--- config.mk ---
export PLATFORM = sky130hd
export DESIGN_NAME = cfgx_port
export DESIGN_NICKNAME = d
export VERILOG_FILES = /design/src/design/cfgx_pkg.sv /design/src/design/cfgx_rdcap.sv /design/src/design/cfgx_port.sv
export SDC_FILE = /design/constraint.sdc
export NUM_CORES = 1
export LEC_CHECK = 0
export BUFFER_PORTS_ARGS = -buffer_cell sky130_fd_sc_hd__buf_4
export CORE_MARGIN = 5
export CORE_UTILIZATION = 50
export CTS_BUF_LIST = sky130_fd_sc_hd__clkbuf_8 sky130_fd_sc_hd__clkbuf_16
export DETAILED_ROUTE_END_ITERATION = 8
export PLACE_DENSITY = 0.83
export SYNTH_ARGS = -nofsm -noshare
export SYNTH_HDL_FRONTEND = slang
export SYNTH_HIERARCHICAL = 1
export SYNTH_SLANG_ARGS = --single-unit
--- constraint.sdc ---
create_clock -name clk -period 2.1 [get_ports clk]
set_input_delay 0.42 -clock clk [delete_from_list [all_inputs] [get_ports clk]]
set_output_delay 0.42 -clock clk [all_outputs]
set_load 0.02 [all_outputs]
--- src/design/cfgx_pkg.sv ---
// constants for the configuration extension port
package cfgx_pkg;
    localparam int REG_W = 10;
    localparam int FUNC_W = 8;
    localparam int DATA_W = 32;
    localparam int BE_W = 4;
    localparam logic [9:0] LEG_LO = 10'h010;
    localparam logic [9:0] LEG_HI = 10'h01F;
    localparam logic [9:0] EXT_LO = 10'h100;
    localparam logic [9:0] EXT_HI = 10'h3FF;
    localparam logic [9:0] REG_RST = 10'h000;
    localparam logic [7:0] FUNC_RST = 8'h00;
    localparam logic [31:0] DATA_RST = 32'h00000000;
    localparam logic [3:0] BE_RST = 4'h0;
    typedef enum logic [1:0] {CFGX_IDLE, CFGX_PULSE, CFGX_WAIT} cfgx_state_t;
endpackage

--- src/design/cfgx_rdcap.sv ---
// read data capture register for user-answered reads
`timescale 1ns/1ns
`default_nettype none
module cfgx_rdcap
    import cfgx_pkg::*;
#(
    parameter int W = DATA_W
) (
    input  wire logic         clk,
    input  wire logic         resetn,
    input  wire logic         ce,
    input  wire logic         load,
    input  wire logic [W-1:0] din,
    output logic      [W-1:0] dout
);
    logic [W-1:0] data_reg;
    always_ff @(posedge clk) begin
        if (!resetn) begin
            data_reg <= '0;
        end else if (ce && load) begin
            data_reg <= din;
        end
    end
    assign dout = data_reg;
endmodule
`default_nettype wire

--- src/design/cfgx_port.sv ---
// configuration extension port: forwards link config accesses to user logic
// Contract
// - read_received is raised for every configuration read taken from the link.
// - with no user space enabled, a read gives a one-cycle read_received with reg and func.
// - a read into an enabled user range holds read_received until read_data_valid.
// - a read outside both user ranges always gives a one-cycle read_received.
// - every configuration write taken in idle without link_rd gives exactly one cycle of write_received.
// - a 10-bit register number is valid while read_received or write_received is high.
// - an 8-bit function number is valid while read_received or write_received is high.
// - 32-bit write data is valid while write_received is high.
// - a 4-bit byte enable qualifies the bytes of the write data.
// - for a read into an enabled user range, read data is sampled on the edge after read_received when read_data_valid is set.
// - for a read into an enabled user range, read_data_valid is sampled on the edge after read_received is raised.
`timescale 1ns/1ns
`default_nettype none
module cfgx_port
    import cfgx_pkg::*;
(
    input  wire logic              clk,
    input  wire logic              resetn,
    input  wire logic              ce,
    input  wire logic              legacy_en,
    input  wire logic              ext_en,
    input  wire logic              link_rd,
    input  wire logic              link_wr,
    input  wire logic [REG_W-1:0]  link_reg,
    input  wire logic [FUNC_W-1:0] link_func,
    input  wire logic [DATA_W-1:0] link_wdata,
    input  wire logic [BE_W-1:0]   link_be,
    output logic                   link_busy,
    output logic                   link_rd_done,
    output logic                   link_rd_user,
    output logic [DATA_W-1:0]      link_rdata,
    output logic                   read_received,
    output logic                   write_received,
    output logic [REG_W-1:0]       register_number,
    output logic [FUNC_W-1:0]      function_number,
    output logic [DATA_W-1:0]      write_data,
    output logic [BE_W-1:0]        write_byte_enable,
    input  wire logic [DATA_W-1:0] read_data,
    input  wire logic              read_data_valid
);
    function automatic logic in_user(
        input logic [REG_W-1:0] r,
        input logic             le,
        input logic             ee
    );
        logic in_leg;
        logic in_ext;
        in_leg  = le && (r >= LEG_LO) && (r <= LEG_HI);
        in_ext  = ee && (r >= EXT_LO) && (r <= EXT_HI);
        in_user = in_leg || in_ext;
    endfunction

    cfgx_state_t state_reg, state_next;
    logic              rr_reg, wr_reg, busy_reg, done_reg, user_reg;
    logic [REG_W-1:0]  regn_reg;
    logic [FUNC_W-1:0] func_reg;
    logic [DATA_W-1:0] wdat_reg;
    logic [BE_W-1:0]   be_reg;

    // a write arriving while a user read waits is refused; link_busy tells the link side
    wire idle      = (state_reg == CFGX_IDLE);
    wire take_rd   = idle && link_rd;
    wire take_wr   = idle && !link_rd && link_wr;
    wire user_rd   = in_user(link_reg, legacy_en, ext_en);
    wire waiting   = (state_reg == CFGX_WAIT);
    wire answered  = waiting && read_data_valid;
    wire take_any  = take_rd || take_wr;
    // held through the wait, dropped on the valid edge
    wire hold_rd   = waiting && !read_data_valid;
    wire rr_next   = take_rd || hold_rd;
    wire busy_next = (take_rd && user_rd) || hold_rd;
    wire done_next = answered || (state_reg == CFGX_PULSE);

    always_comb begin
        state_next = state_reg;
        case (state_reg)
            CFGX_IDLE: begin
                if (take_rd) begin
                    state_next = user_rd ? CFGX_WAIT : CFGX_PULSE;
                end
            end
            CFGX_PULSE: begin
                state_next = CFGX_IDLE;
            end
            CFGX_WAIT: begin
                if (read_data_valid) begin
                    state_next = CFGX_IDLE;
                end
            end
            default: begin
                state_next = CFGX_IDLE;
            end
        endcase
    end

    always_ff @(posedge clk) begin
        if (!resetn) begin
            state_reg <= CFGX_IDLE;
        end else if (ce) begin
            state_reg <= state_next;
        end
    end

    always_ff @(posedge clk) begin
        if (!resetn) begin
            rr_reg   <= 1'b0;
            busy_reg <= 1'b0;
            done_reg <= 1'b0;
            user_reg <= 1'b0;
        end else if (ce) begin
            rr_reg   <= rr_next;
            busy_reg <= busy_next;
            done_reg <= done_next;
            user_reg <= answered;
        end
    end

    // a write never waits, so back to back writes keep write_received high
    always_ff @(posedge clk) begin
        if (!resetn) begin
            wr_reg   <= 1'b0;
            wdat_reg <= DATA_RST;
            be_reg   <= BE_RST;
        end else if (ce) begin
            wr_reg <= take_wr;
            if (take_wr) begin
                wdat_reg <= link_wdata;
                be_reg   <= link_be;
            end
        end
    end

    // fields hold until the next taken request, past the end of the indication
    always_ff @(posedge clk) begin
        if (!resetn) begin
            regn_reg <= REG_RST;
            func_reg <= FUNC_RST;
        end else if (ce && take_any) begin
            regn_reg <= link_reg;
            func_reg <= link_func;
        end
    end

    cfgx_rdcap #(.W(DATA_W)) u_rdcap (
        .clk    (clk),
        .resetn (resetn),
        .ce     (ce),
        .load   (answered),
        .din    (read_data),
        .dout   (link_rdata)
    );

    assign read_received     = rr_reg;
    assign write_received    = wr_reg;
    assign register_number   = regn_reg;
    assign function_number   = func_reg;
    assign write_data        = wdat_reg;
    assign write_byte_enable = be_reg;
    assign link_busy         = busy_reg;
    assign link_rd_done      = done_reg;
    assign link_rd_user      = user_reg;
endmodule
`default_nettype wire

==> results.ini, run 1 <==
[run_status]
status = complete, no violations

[clock_tree]
cts_root_buf = clkbuf_8
postCtsSetupRepairBufs = 0
htreeDepth = 3
cts.sinks = 93
clockBufferDepth = 2
cts_made_buffers = 9
clock_latency_ns = 0.35
holdBufCountCts = 0
cts_tree = built
cts.repair.resized = 0
path_clk_slew_ns = 0.08

[synthesis]
async_flop_share_pct = 0
synth_top_area_share_pct = 48.2
yosys.area_share.simple_pct = 19.5
synth_warnings = 6
ys_ff_latch = 93
synthCells = 437
synthFlopType = dfxtp_1
synth_mux_area_share_pct = 0.259
synthXorXnorAreaFrac_pct = 0
synth.distinct_cells = 34
yosysSeqAreaShare_pct = 48.2
yosysTopAreaCell = dfxtp_1
synth_top_family_by_area = compound AO/OA/AOI/OAI gates
synth_area_per_cell_sq_um = 8.84
synth_adder_area_share_pct = 0
syn_area_sq_mm = 0.00386
synth_edf_count = 0
synth_area_leaders = dfxtp_1, a21oi_1, o21ai_1, nand3_1, o21ai_2
synth_compound_area_share_pct = 23.0
synth_nets = 531

[detailed_routing]
route.detailed.drc = 0
routed_wl_um = 11500
top_layer = met4
drt_iter0_drc = 141
met2_length_um = 5400
final_antenna_net_count = 0
met1_length_um = 4690
route.met3.wl_um = 1200
vias = 3883
wl_per_cell_um = 16.4
vias_per_cell = 5.54
dr.pass1.iters = 4

[power_and_ir_drop]
power_frac_comb_pct = 16.4
switching_power_w = 0.000921
power.share.sequential_pct = 54.0
power.internal_w = 0.00250
swShare_pct = 26.9
powerDensity_mw_per_mm2 = 648
ir_drop_v = 0.000398
p_clk_share_pct = 29.6
leakagePower_nw = 2.23

[final_layout]
multi_input_area_sq_mm = 0.00166
areaGrowthSynthToFinish_pct = 36.7
final_layout_size_suffix_gt1_share_pct = 41.2
layout.nets = 691
final_common_cell = buf_4
fillers = 650
seq_area_sq_mm = 0.00186
antenna_cells = 0
final_cell_mix = buf_4, dfxtp_1, a21oi_1

[floorplan]
start_util_pct = 50.5
io_pins = 185
design.die.area_sq_mm = 0.00959
die_y_um = 97.9
die_x_um = 97.9
rows = 32
design.core.area_sq_mm = 0.00765

[sta]
setup_viol = 0
fin_hold_ws_ns = 0.308
max_slew.worst_pin.slew_ns = 0.652
hold_viol_final = 0
min_period_over_period_pct = 75.3
setup_ws_ns = 0.518
max_slew_margin_pct = 56.5
tns_ns = 0
rsz0062_at_grt = no
fmax_mhz = 632
fin_skew_ns = 0.00851
fin_crit_ns = 1.58
finalMaxSlewViolations = 0

[job]
maxCapViolCount = 0

[grt]
grt_overflow = 0
grt_pass1_wl_um = 18500
antenna_found_initial = 0
grt_max_degree = 49
grt_usage_pct = 23.3
first_global_vias = 3850

[critical_path]
cp_max_fo = 32
reg2reg_from = state_reg[1]$_SDFFE_PN0P_
reg2reg_slack_ns = 0.52
crit_required_ns = 2.33
r2r_end = u_rdcap/dout[29]$_SDFFE_PN0P_
cp-end-kind = flip-flop
path_class = reg2reg
cp-start-kind = flip-flop
r2r_cells = 3
cp_data_arrival_time_ns = 1.81

[placement]
port_buffers = 184
dpl_worst_slack_ns = 0.474
hpwl_um = 8260
globalplace.congestion = 0.797

[worst_hold_path]
hp-start = read_data[11]
hold_depth = 3
hold_end = u_rdcap/dout[11]$_SDFFE_PN0P_
hold_path_class = in2reg

-- cell usage after synthesis (4+ instances only) --
master / n
nor2b_1: 5
nand4_1: 33
a21oi_1: 59
o21ai_1: 57
o21ai_2: 30
nand3_1: 55
buf_8: 5
clkbuf_1: 8
dfxtp_1: 93
buf_2: 25
buf_4: 4
nand2_1: 33
-- power groups by stage --
stage	clock, W	sequential (W)	combinational [W]
finish	0.00101	0.00185	0.000562
global route	0.00112	0.00186	0.000606
CTS	0.00103	0.00185	0.000562
detailed placement	0	0.00189	0.000561
global placement	0	0.00189	0.000549
floorplan	0	0.00195	0.000247
-- cells by family (layout without fill, tap and decap cells) --
| kind of cell | count (synthesis) | in the layout |
|---|---|---|
| compound gates | 153 | 153 |
| simple gates | 141 | 141 |
| flops | 93 | 93 |
| buf+inv | 49 | 211 |
| mux | 1 | 1 |
-- cell type report --
class	count	area share, %
clock buffer	10	2.61
sequential	93	35.2
inverter	2	0.142
clock inverter	3	0.284
multi-input combinational	295	31.5
timing repair buffer	196	27.9
tap	102	2.42
-- worst max path at each step --
stage	from	endpoint	slack [ns]	cells after the start
2_1_floorplan	ce	function_number[6]$_SDFFE_PN0P_	0.75	5
6_report	state_reg[1]$_SDFFE_PN0P_	u_rdcap/dout[29]$_SDFFE_PN0P_	0.52	3
4_1_cts	state_reg[1]$_SDFFE_PN0P_	u_rdcap/dout[29]$_SDFFE_PN0P_	0.49	3
3_3_place_gp	read_data_valid	u_rdcap/dout[31]$_SDFFE_PN0P_	0.49	4
5_1_grt	state_reg[1]$_SDFFE_PN0P_	u_rdcap/dout[31]$_SDFFE_PN0P_	0.38	3
3_5_place_dp	ce	function_number[7]$_SDFFE_PN0P_	0.47	5
-- metal layers --
metal / track usage [%] / vias up
li1: - / 1891
met1: 28.3 / 1803
met2: 37.1 / 166
met3: 9.71 / 23
met4: 8.41 / 0
met5: 0 / -
-- worst max-delay path, cell delays in order, from the launching register on --
cell	delay (ns)
dfxtp_1	0.50
and3b_1	0.28
and2_4	0.52
o21ai_1	0.13
-- per-stage QoR --
step	cells	power, W	instance area (sq um)	util (%)
2_1_floorplan	437	0.00220	3860	-
3_3_place_gp	688	0.00244	5130	67.1
3_5_place_dp	688	0.00245	5130	67.1
4_1_cts	701	0.00344	5280	69.1
5_1_grt	701	0.00358	5280	69.1
6_report	701	0.00343	5280	69.1
Power figures use the tool's default switching activity.
==> run 2: changes to the inputs <==
Settings changed: CORE_UTILIZATION 50 to 46, PLACE_DENSITY 0.83 to 0.78.
Clock period 2.1 ns to 1.5 ns, I/O delays scaled along.
==> run 2 against run 1 <==
Final cell count grew 2.0%. Worst setup slack got worse by 0.44 ns. Non-clock buffer count rose by 8. Clock power up 78%. Clock skew up 0.0023 ns. Final area grew 4.2%. Via count decreased by 0.28%. Global-route usage decreased by 1.5 points. Total power up 53%. Critical path depth increased by 3. Worst hold slack got worse by 0.11 ns. Highest routed layer unchanged.
==> results.ini, run 2 (synthesis gave the netlist of run 1 again) <==
[run_status]
status = complete, no violations

[sta]
hold_viol_final = 0  ; unchanged
fin_crit_ns = 1.42  ; -0.157 ns
max_slew_margin_pct = 70.7  ; +14 points
min_period_over_period_pct = 95.0  ; +20 points
finalMaxSlewViolations = 0  ; unchanged
fin_skew_ns = 0.0108  ; +0.00228 ns
fmax_mhz = 702  ; +11%
fin_hold_ws_ns = 0.195  ; -0.113 ns
max_slew.worst_pin.slew_ns = 0.439  ; -0.213 ns
setup_viol = 0  ; unchanged
setup_ws_ns = 0.0750  ; -0.443 ns

[critical_path]
crit_required_ns = 1.78  ; -0.55 ns
cp-start-kind = flip-flop
max_stage_delay_ns = 0.33  ; -0.19 ns
cp_max_fo = 15  ; -53%
cp_data_arrival_time_ns = 1.70  ; -0.11 ns
cpMostUsedCell = buf_4
path_class = reg2reg
slowest_stage = dfxtp_1
cp-end-kind = flip-flop
crit_chain = buf_4, nor3b_4, buf_4, clkbuf_16, nand3_1, a21oi_1
crit_family = buffers and inverters
critPathBufInv = 3  ; +3

[clock_tree]
clockBufferDepth = 2  ; unchanged
cts_made_buffers = 9  ; unchanged
htreeDepth = 3  ; unchanged
path_clk_slew_ns = 0.09  ; about the same
cts.sinks = 93  ; unchanged
clock_latency_ns = 0.35  ; about the same
cts_root_buf = clkbuf_8
cts_tree = built

[final_layout]
final_cell_mix = buf_4, dfxtp_1, a21oi_1
layout.nets = 699  ; +1.2%
areaGrowthSynthToFinish_pct = 42.4
final_layout_size_suffix_gt1_share_pct = 41.8  ; +0.57 points
final_common_cell = buf_4
antenna_cells = 0  ; unchanged
stdcell_count = 715  ; +2.0%
postLayoutCellArea_sq_mm = 0.00550  ; +4.2%
fillers = 658  ; +1.2%

[detailed_routing]
vias_per_cell = 5.42  ; -2.2%
drt_iter0_drc = 129  ; -8.5%
vias = 3872  ; -0.28%
wl_per_cell_um = 16.2  ; -1.6%
route.detailed.drc = 0  ; unchanged
final_antenna_net_count = 0  ; unchanged
dr.pass1.iters = 4  ; unchanged
routed_wl_um = 11600  ; +0.36%

[power_and_ir_drop]
leakagePower_nw = 2.33  ; +4.8%
ir_drop_v = 0.000521  ; +31%
powerDensity_mw_per_mm2 = 951  ; +47%

[grt]
grt_usage_pct = 21.8  ; -1.5 points
grtUsageMet1_pct = 27.0  ; -1.2 points
gr-usage-met2_pct = 35.7  ; -1.4 points
antenna_found_initial = 0  ; unchanged
grt_overflow = 0  ; unchanged
grt_pass1_wl_um = 18000  ; -2.8%
grt_max_degree = 66  ; +35%
use_met3_pct = 7.23  ; -2.5 points
first_global_vias = 3629  ; -5.7%
busiest_layer = met2

[placement]
dpl_worst_slack_ns = -0.00180  ; -0.475 ns
placed_cell_area_sq_mm = 0.00524  ; +2.2%
hpwl_um = 8360  ; +1.2%
numPlacedInstances = 697  ; +1.3%
port_buffers = 184  ; unchanged
globalplace.congestion = 0.765  ; -4.0%

[worst_hold_path]
hold_path_class = in2reg

[floorplan]
io_pins = 185  ; unchanged
design.core.area_sq_mm = 0.00822  ; +7.4%
rows = 33  ; +3.1%
start_util_pct = 47.0  ; -3.5 points
design.die.area_sq_mm = 0.0103  ; +7.8%
die_x_um = 102  ; +3.8%
die_y_um = 102  ; +3.8%

[job]
maxCapViolCount = 0  ; unchanged

run 2: cell types whose count changed in the layout (fill, tap and decap cells not counted), sizes merged:
cell	before	now
clkinv	3	1
bufinv	0	2
inv	2	5
clkbuf	10	11
buf	196	203
run 2: worst min-delay path, stage by stage:
cell     delay [ns]
buf_4          0.08
nand4_1        0.08
o21ai_2        0.06
run 2: layer usage:
layer	share of wire (%)	wire length [um]	up-vias
li1	-	-	1908
met1	41	4710	1792
met2	47	5490	158
met3	10	1190	14
met4	1.5	176	0
met5	0	0	-
run 2: repair_timing:
action / CTS / global route
resized for setup: 0 / 3
setup buffers: 0 / 1
hold buffers: 0 / 0
endpoints found under the setup margin: 0 / 18
run 2: metrics by stage:
| step | total power (W) | setup TNS (ns) | util [%] |
|---|---|---|---|
| 3_3_place_gp | 0.00345 | 0 | 63.8 |
| 6_report | 0.00523 | 0 | 67.0 |
| 4_1_cts | 0.00525 | 0 | 66.4 |
| 5_1_grt | 0.00546 | -0.179 | 67.0 |
| 2_1_floorplan | 0.00308 | 0 | - |
| 3_5_place_dp | 0.00346 | -0.00346 | 63.8 |
run 2: power breakdown:
part | switching (W) | internal (W) | total [W]
registers | 0.0000406 | 0.00255 | 0.00259
logic | 0.000451 | 0.000391 | 0.000842
clock network | 0.000834 | 0.000971 | 0.00180
total | 0.00133 | 0.00391 | 0.00523
run 2: final cells by class:
| class | count | area [sq um] | share of cell area, % |
|---|---|---|---|
| sequential | 93 | 1860 | 33.8 |
| multi-input combinational | 295 | 1660 | 30.2 |
| timing repair buffer | 204 | 1620 | 29.5 |
| clock buffer | 10 | 138 | 2.50 |
| tap | 105 | 131 | 2.39 |
| clock inverter | 6 | 80.1 | 1.46 |
| inverter | 2 | 7.51 | 0.136 |
run 2: worst paths after layout:
check	from	end	slack [ns]	cells after the start
worst max register to register	state_reg[1]$_SDFFE_PN0P_	write_data[18]$_SDFFE_PN0P_	0.08	6
worst max-delay path	state_reg[1]$_SDFFE_PN0P_	write_data[18]$_SDFFE_PN0P_	0.08	6
worst min register to register	u_rdcap/dout[14]$_SDFFE_PN0P_	u_rdcap/dout[14]$_SDFFE_PN0P_	0.46	2
worst min-delay path	read_data[13]	u_rdcap/dout[13]$_SDFFE_PN0P_	0.20	3
==> run 3: changes to the inputs <==
==> constraint.sdc (replaced) <==
create_clock -name clk -period 1.5 [get_ports clk]
set_input_delay 0.15 -clock clk [delete_from_list [all_inputs] [get_ports clk]]
set_output_delay 0.15 -clock clk [all_outputs]
set_load 0.02 [all_outputs]
==> run 3 against run 2 <==
Global-route usage rose by 0.46 points. Critical path depth is the same. Clock-buffer cell count increased by 1. Worst hold slack worse by 0.16 ns. Combinational power rose by 1%. Clock skew shrank 0.0038 ns. Critical endpoint is now write_data[27]$_SDFFE_PN0P_. Largest cell class unchanged.
==> results.ini, run 3 (synthesis gave the netlist of run 1 again) <==
[final_layout]
antenna_cells = 0  ; unchanged
final_cell_mix = buf_4, dfxtp_1, a21oi_1
layout.nets = 699  ; unchanged
final_common_cell = buf_4
areaGrowthSynthToFinish_pct = 41.9
final_layout_size_suffix_gt1_share_pct = 42.0  ; +0.16 points
fillers = 693  ; +5.3%
fin_util_pct = 66.7  ; -0.24 points

[grt]
grt_max_degree = 67  ; +1.5%
first_global_vias = 3764  ; +3.7%
antenna_found_initial = 0  ; unchanged
grt_pass1_wl_um = 18400  ; +2.5%
grt_usage_pct = 22.3  ; +0.46 points
grt_overflow = 0  ; unchanged

[worst_hold_path]
hold_path_class = in2reg

[detailed_routing]
drt_iter0_drc = 179  ; +39%
final_antenna_net_count = 0  ; unchanged
wl_per_cell_um = 16.6  ; +2.6%
routed_wl_um = 11900  ; +2.6%
route.detailed.drc = 0  ; unchanged
vias_per_cell = 5.47  ; +1.1%
vias = 3914  ; +1.1%
dr.pass1.iters = 5  ; +1

[critical_path]
cp-end-kind = flip-flop
path_class = reg2reg
cp_data_arrival_time_ns = 1.69  ; about the same
cp_max_fo = 27  ; +12
cp-start-kind = flip-flop
crit_required_ns = 1.78  ; about the same

[job]
maxCapViolCount = 0  ; unchanged

[floorplan]
design.core.area_sq_mm = 0.00822  ; unchanged
design.die.area_sq_mm = 0.0103  ; unchanged
die_y_um = 102  ; unchanged
die_x_um = 102  ; unchanged
rows = 33  ; unchanged
start_util_pct = 47.0  ; unchanged
io_pins = 185  ; unchanged

[power_and_ir_drop]
total_power_w = 0.00498  ; -4.8%
leakagePower_nw = 2.31  ; -0.91%
powerDensity_mw_per_mm2 = 908  ; -4.5%
ir_drop_v = 0.000532  ; +2.1%

[sta]
setup_ws_ns = 0.0974  ; +0.0223 ns
hold_viol_final = 0  ; unchanged
fin_crit_ns = 1.40  ; -0.0223 ns
setup_viol = 0  ; unchanged
tns_ns = 0  ; unchanged
max_slew_margin_pct = 69.5  ; -1.2 points
fmax_mhz = 713  ; +1.6%
finalMaxSlewViolations = 0  ; unchanged
rsz0062_at_grt = yes
min_period_over_period_pct = 93.5  ; -1.5 points
fin_skew_ns = 0.00694  ; -0.00385 ns
max_slew.worst_pin.slew_ns = 0.456  ; +0.0172 ns

[clock_tree]
clockBufferDepth = 2  ; unchanged
htreeDepth = 3  ; unchanged
cts.sinks = 93  ; unchanged
cts_made_buffers = 9  ; unchanged
path_clk_slew_ns = 0.09  ; about the same
holdBufCountCts = 0  ; unchanged
clock_latency_ns = 0.36  ; about the same
cts_tree = built
cts_root_buf = clkbuf_8

[placement]
hpwl_um = 8400  ; +0.47%
port_buffers = 184  ; unchanged
globalplace.congestion = 0.817  ; +6.8%
dpl_worst_slack_ns = 0.0537  ; +0.0555 ns

[run_status]
status = complete, no violations

-- run 3: changes by cell type in the layout (fill, tap and decap cells not counted), sizes merged --
cell and change:
bufinv -2, clkinvlp +2, clkbuf +1, inv -1
-- run 3: worst paths after layout --
check                                     start                            end  slack (ns)  cells after the start
setup / recovery      state_reg[1]$_SDFFE_PN0P_    write_data[27]$_SDFFE_PN0P_         0.1                      6
hold / removal                    read_data[24]  u_rdcap/dout[24]$_SDFFE_PN0P_        0.04                      3
setup reg to reg      state_reg[1]$_SDFFE_PN0P_    write_data[27]$_SDFFE_PN0P_         0.1                      6
hold reg to reg   u_rdcap/dout[29]$_SDFFE_PN0P_  u_rdcap/dout[29]$_SDFFE_PN0P_        0.46                      2
-- run 3: repair_timing --
| item | in CTS | in global routing |
|---|---|---|
| gates resized for setup | 0 | 5 |
| setup endpoints to repair | 0 | 30 |
| hold endpoints to repair | 0 | 0 |
| setup buffers | 0 | 1 |
-- run 3: final cells by class --
| cell class | instances | area (sq um) | area share (%) |
|---|---|---|---|
| multi-input combinational | 295 | 1660 | 30.4 |
| inverter | 2 | 7.51 | 0.137 |
| clock inverter | 5 | 27.5 | 0.502 |
| timing repair buffer | 204 | 1640 | 29.9 |
| tap | 105 | 131 | 2.40 |
| clock buffer | 11 | 151 | 2.76 |
| sequential | 93 | 1860 | 34.0 |
-- run 3: power by group --
| part | leakage (nW) | switching (W) | total, W | internal [W] |
|---|---|---|---|---|
| Sequential | 0.755 | 0.0000409 | 0.00259 | 0.00255 |
| Combinational | 1.46 | 0.000456 | 0.000853 | 0.000396 |
| Clock | 0.0939 | 0.000862 | 0.00154 | 0.000680 |
| Total | 2.31 | 0.00136 | 0.00498 | 0.00362 |
-- run 3: metrics by stage --
| stage | hold slack [ns] | std cells | instance area (sq um) |
|---|---|---|---|
| 3_5_place_dp | 0.402 | 697 | 5250 |
| 2_1_floorplan | 0.288 | 437 | 3860 |
| 3_3_place_gp | 0.393 | 697 | 5250 |
| 5_1_grt | 0.0325 | 715 | 5480 |
| 6_report | 0.0389 | 715 | 5480 |
| 4_1_cts | 0.0239 | 713 | 5430 |
-- run 3: critical path, stage by stage (launching register included) --
cell	delay, ns
dfxtp_1	0.34
buf_4	0.15
nor3b_4	0.17
buf_4	0.18
buf_8	0.20
nand3_1	0.11
a21oi_1	0.17
-- run 3: metal layers --
metal | vias to the layer above | part of all wire [%] | global-route usage [%] | wire length [um]
met3 | 23 | 11 | 7.78 | 1320
li1 | 1914 | - | - | -
met4 | 0 | 2.2 | 8.59 | 257
met1 | 1812 | 39 | 27.4 | 4660
met5 | - | 0 | 0 | 0
met2 | 165 | 48 | 35.8 | 5640
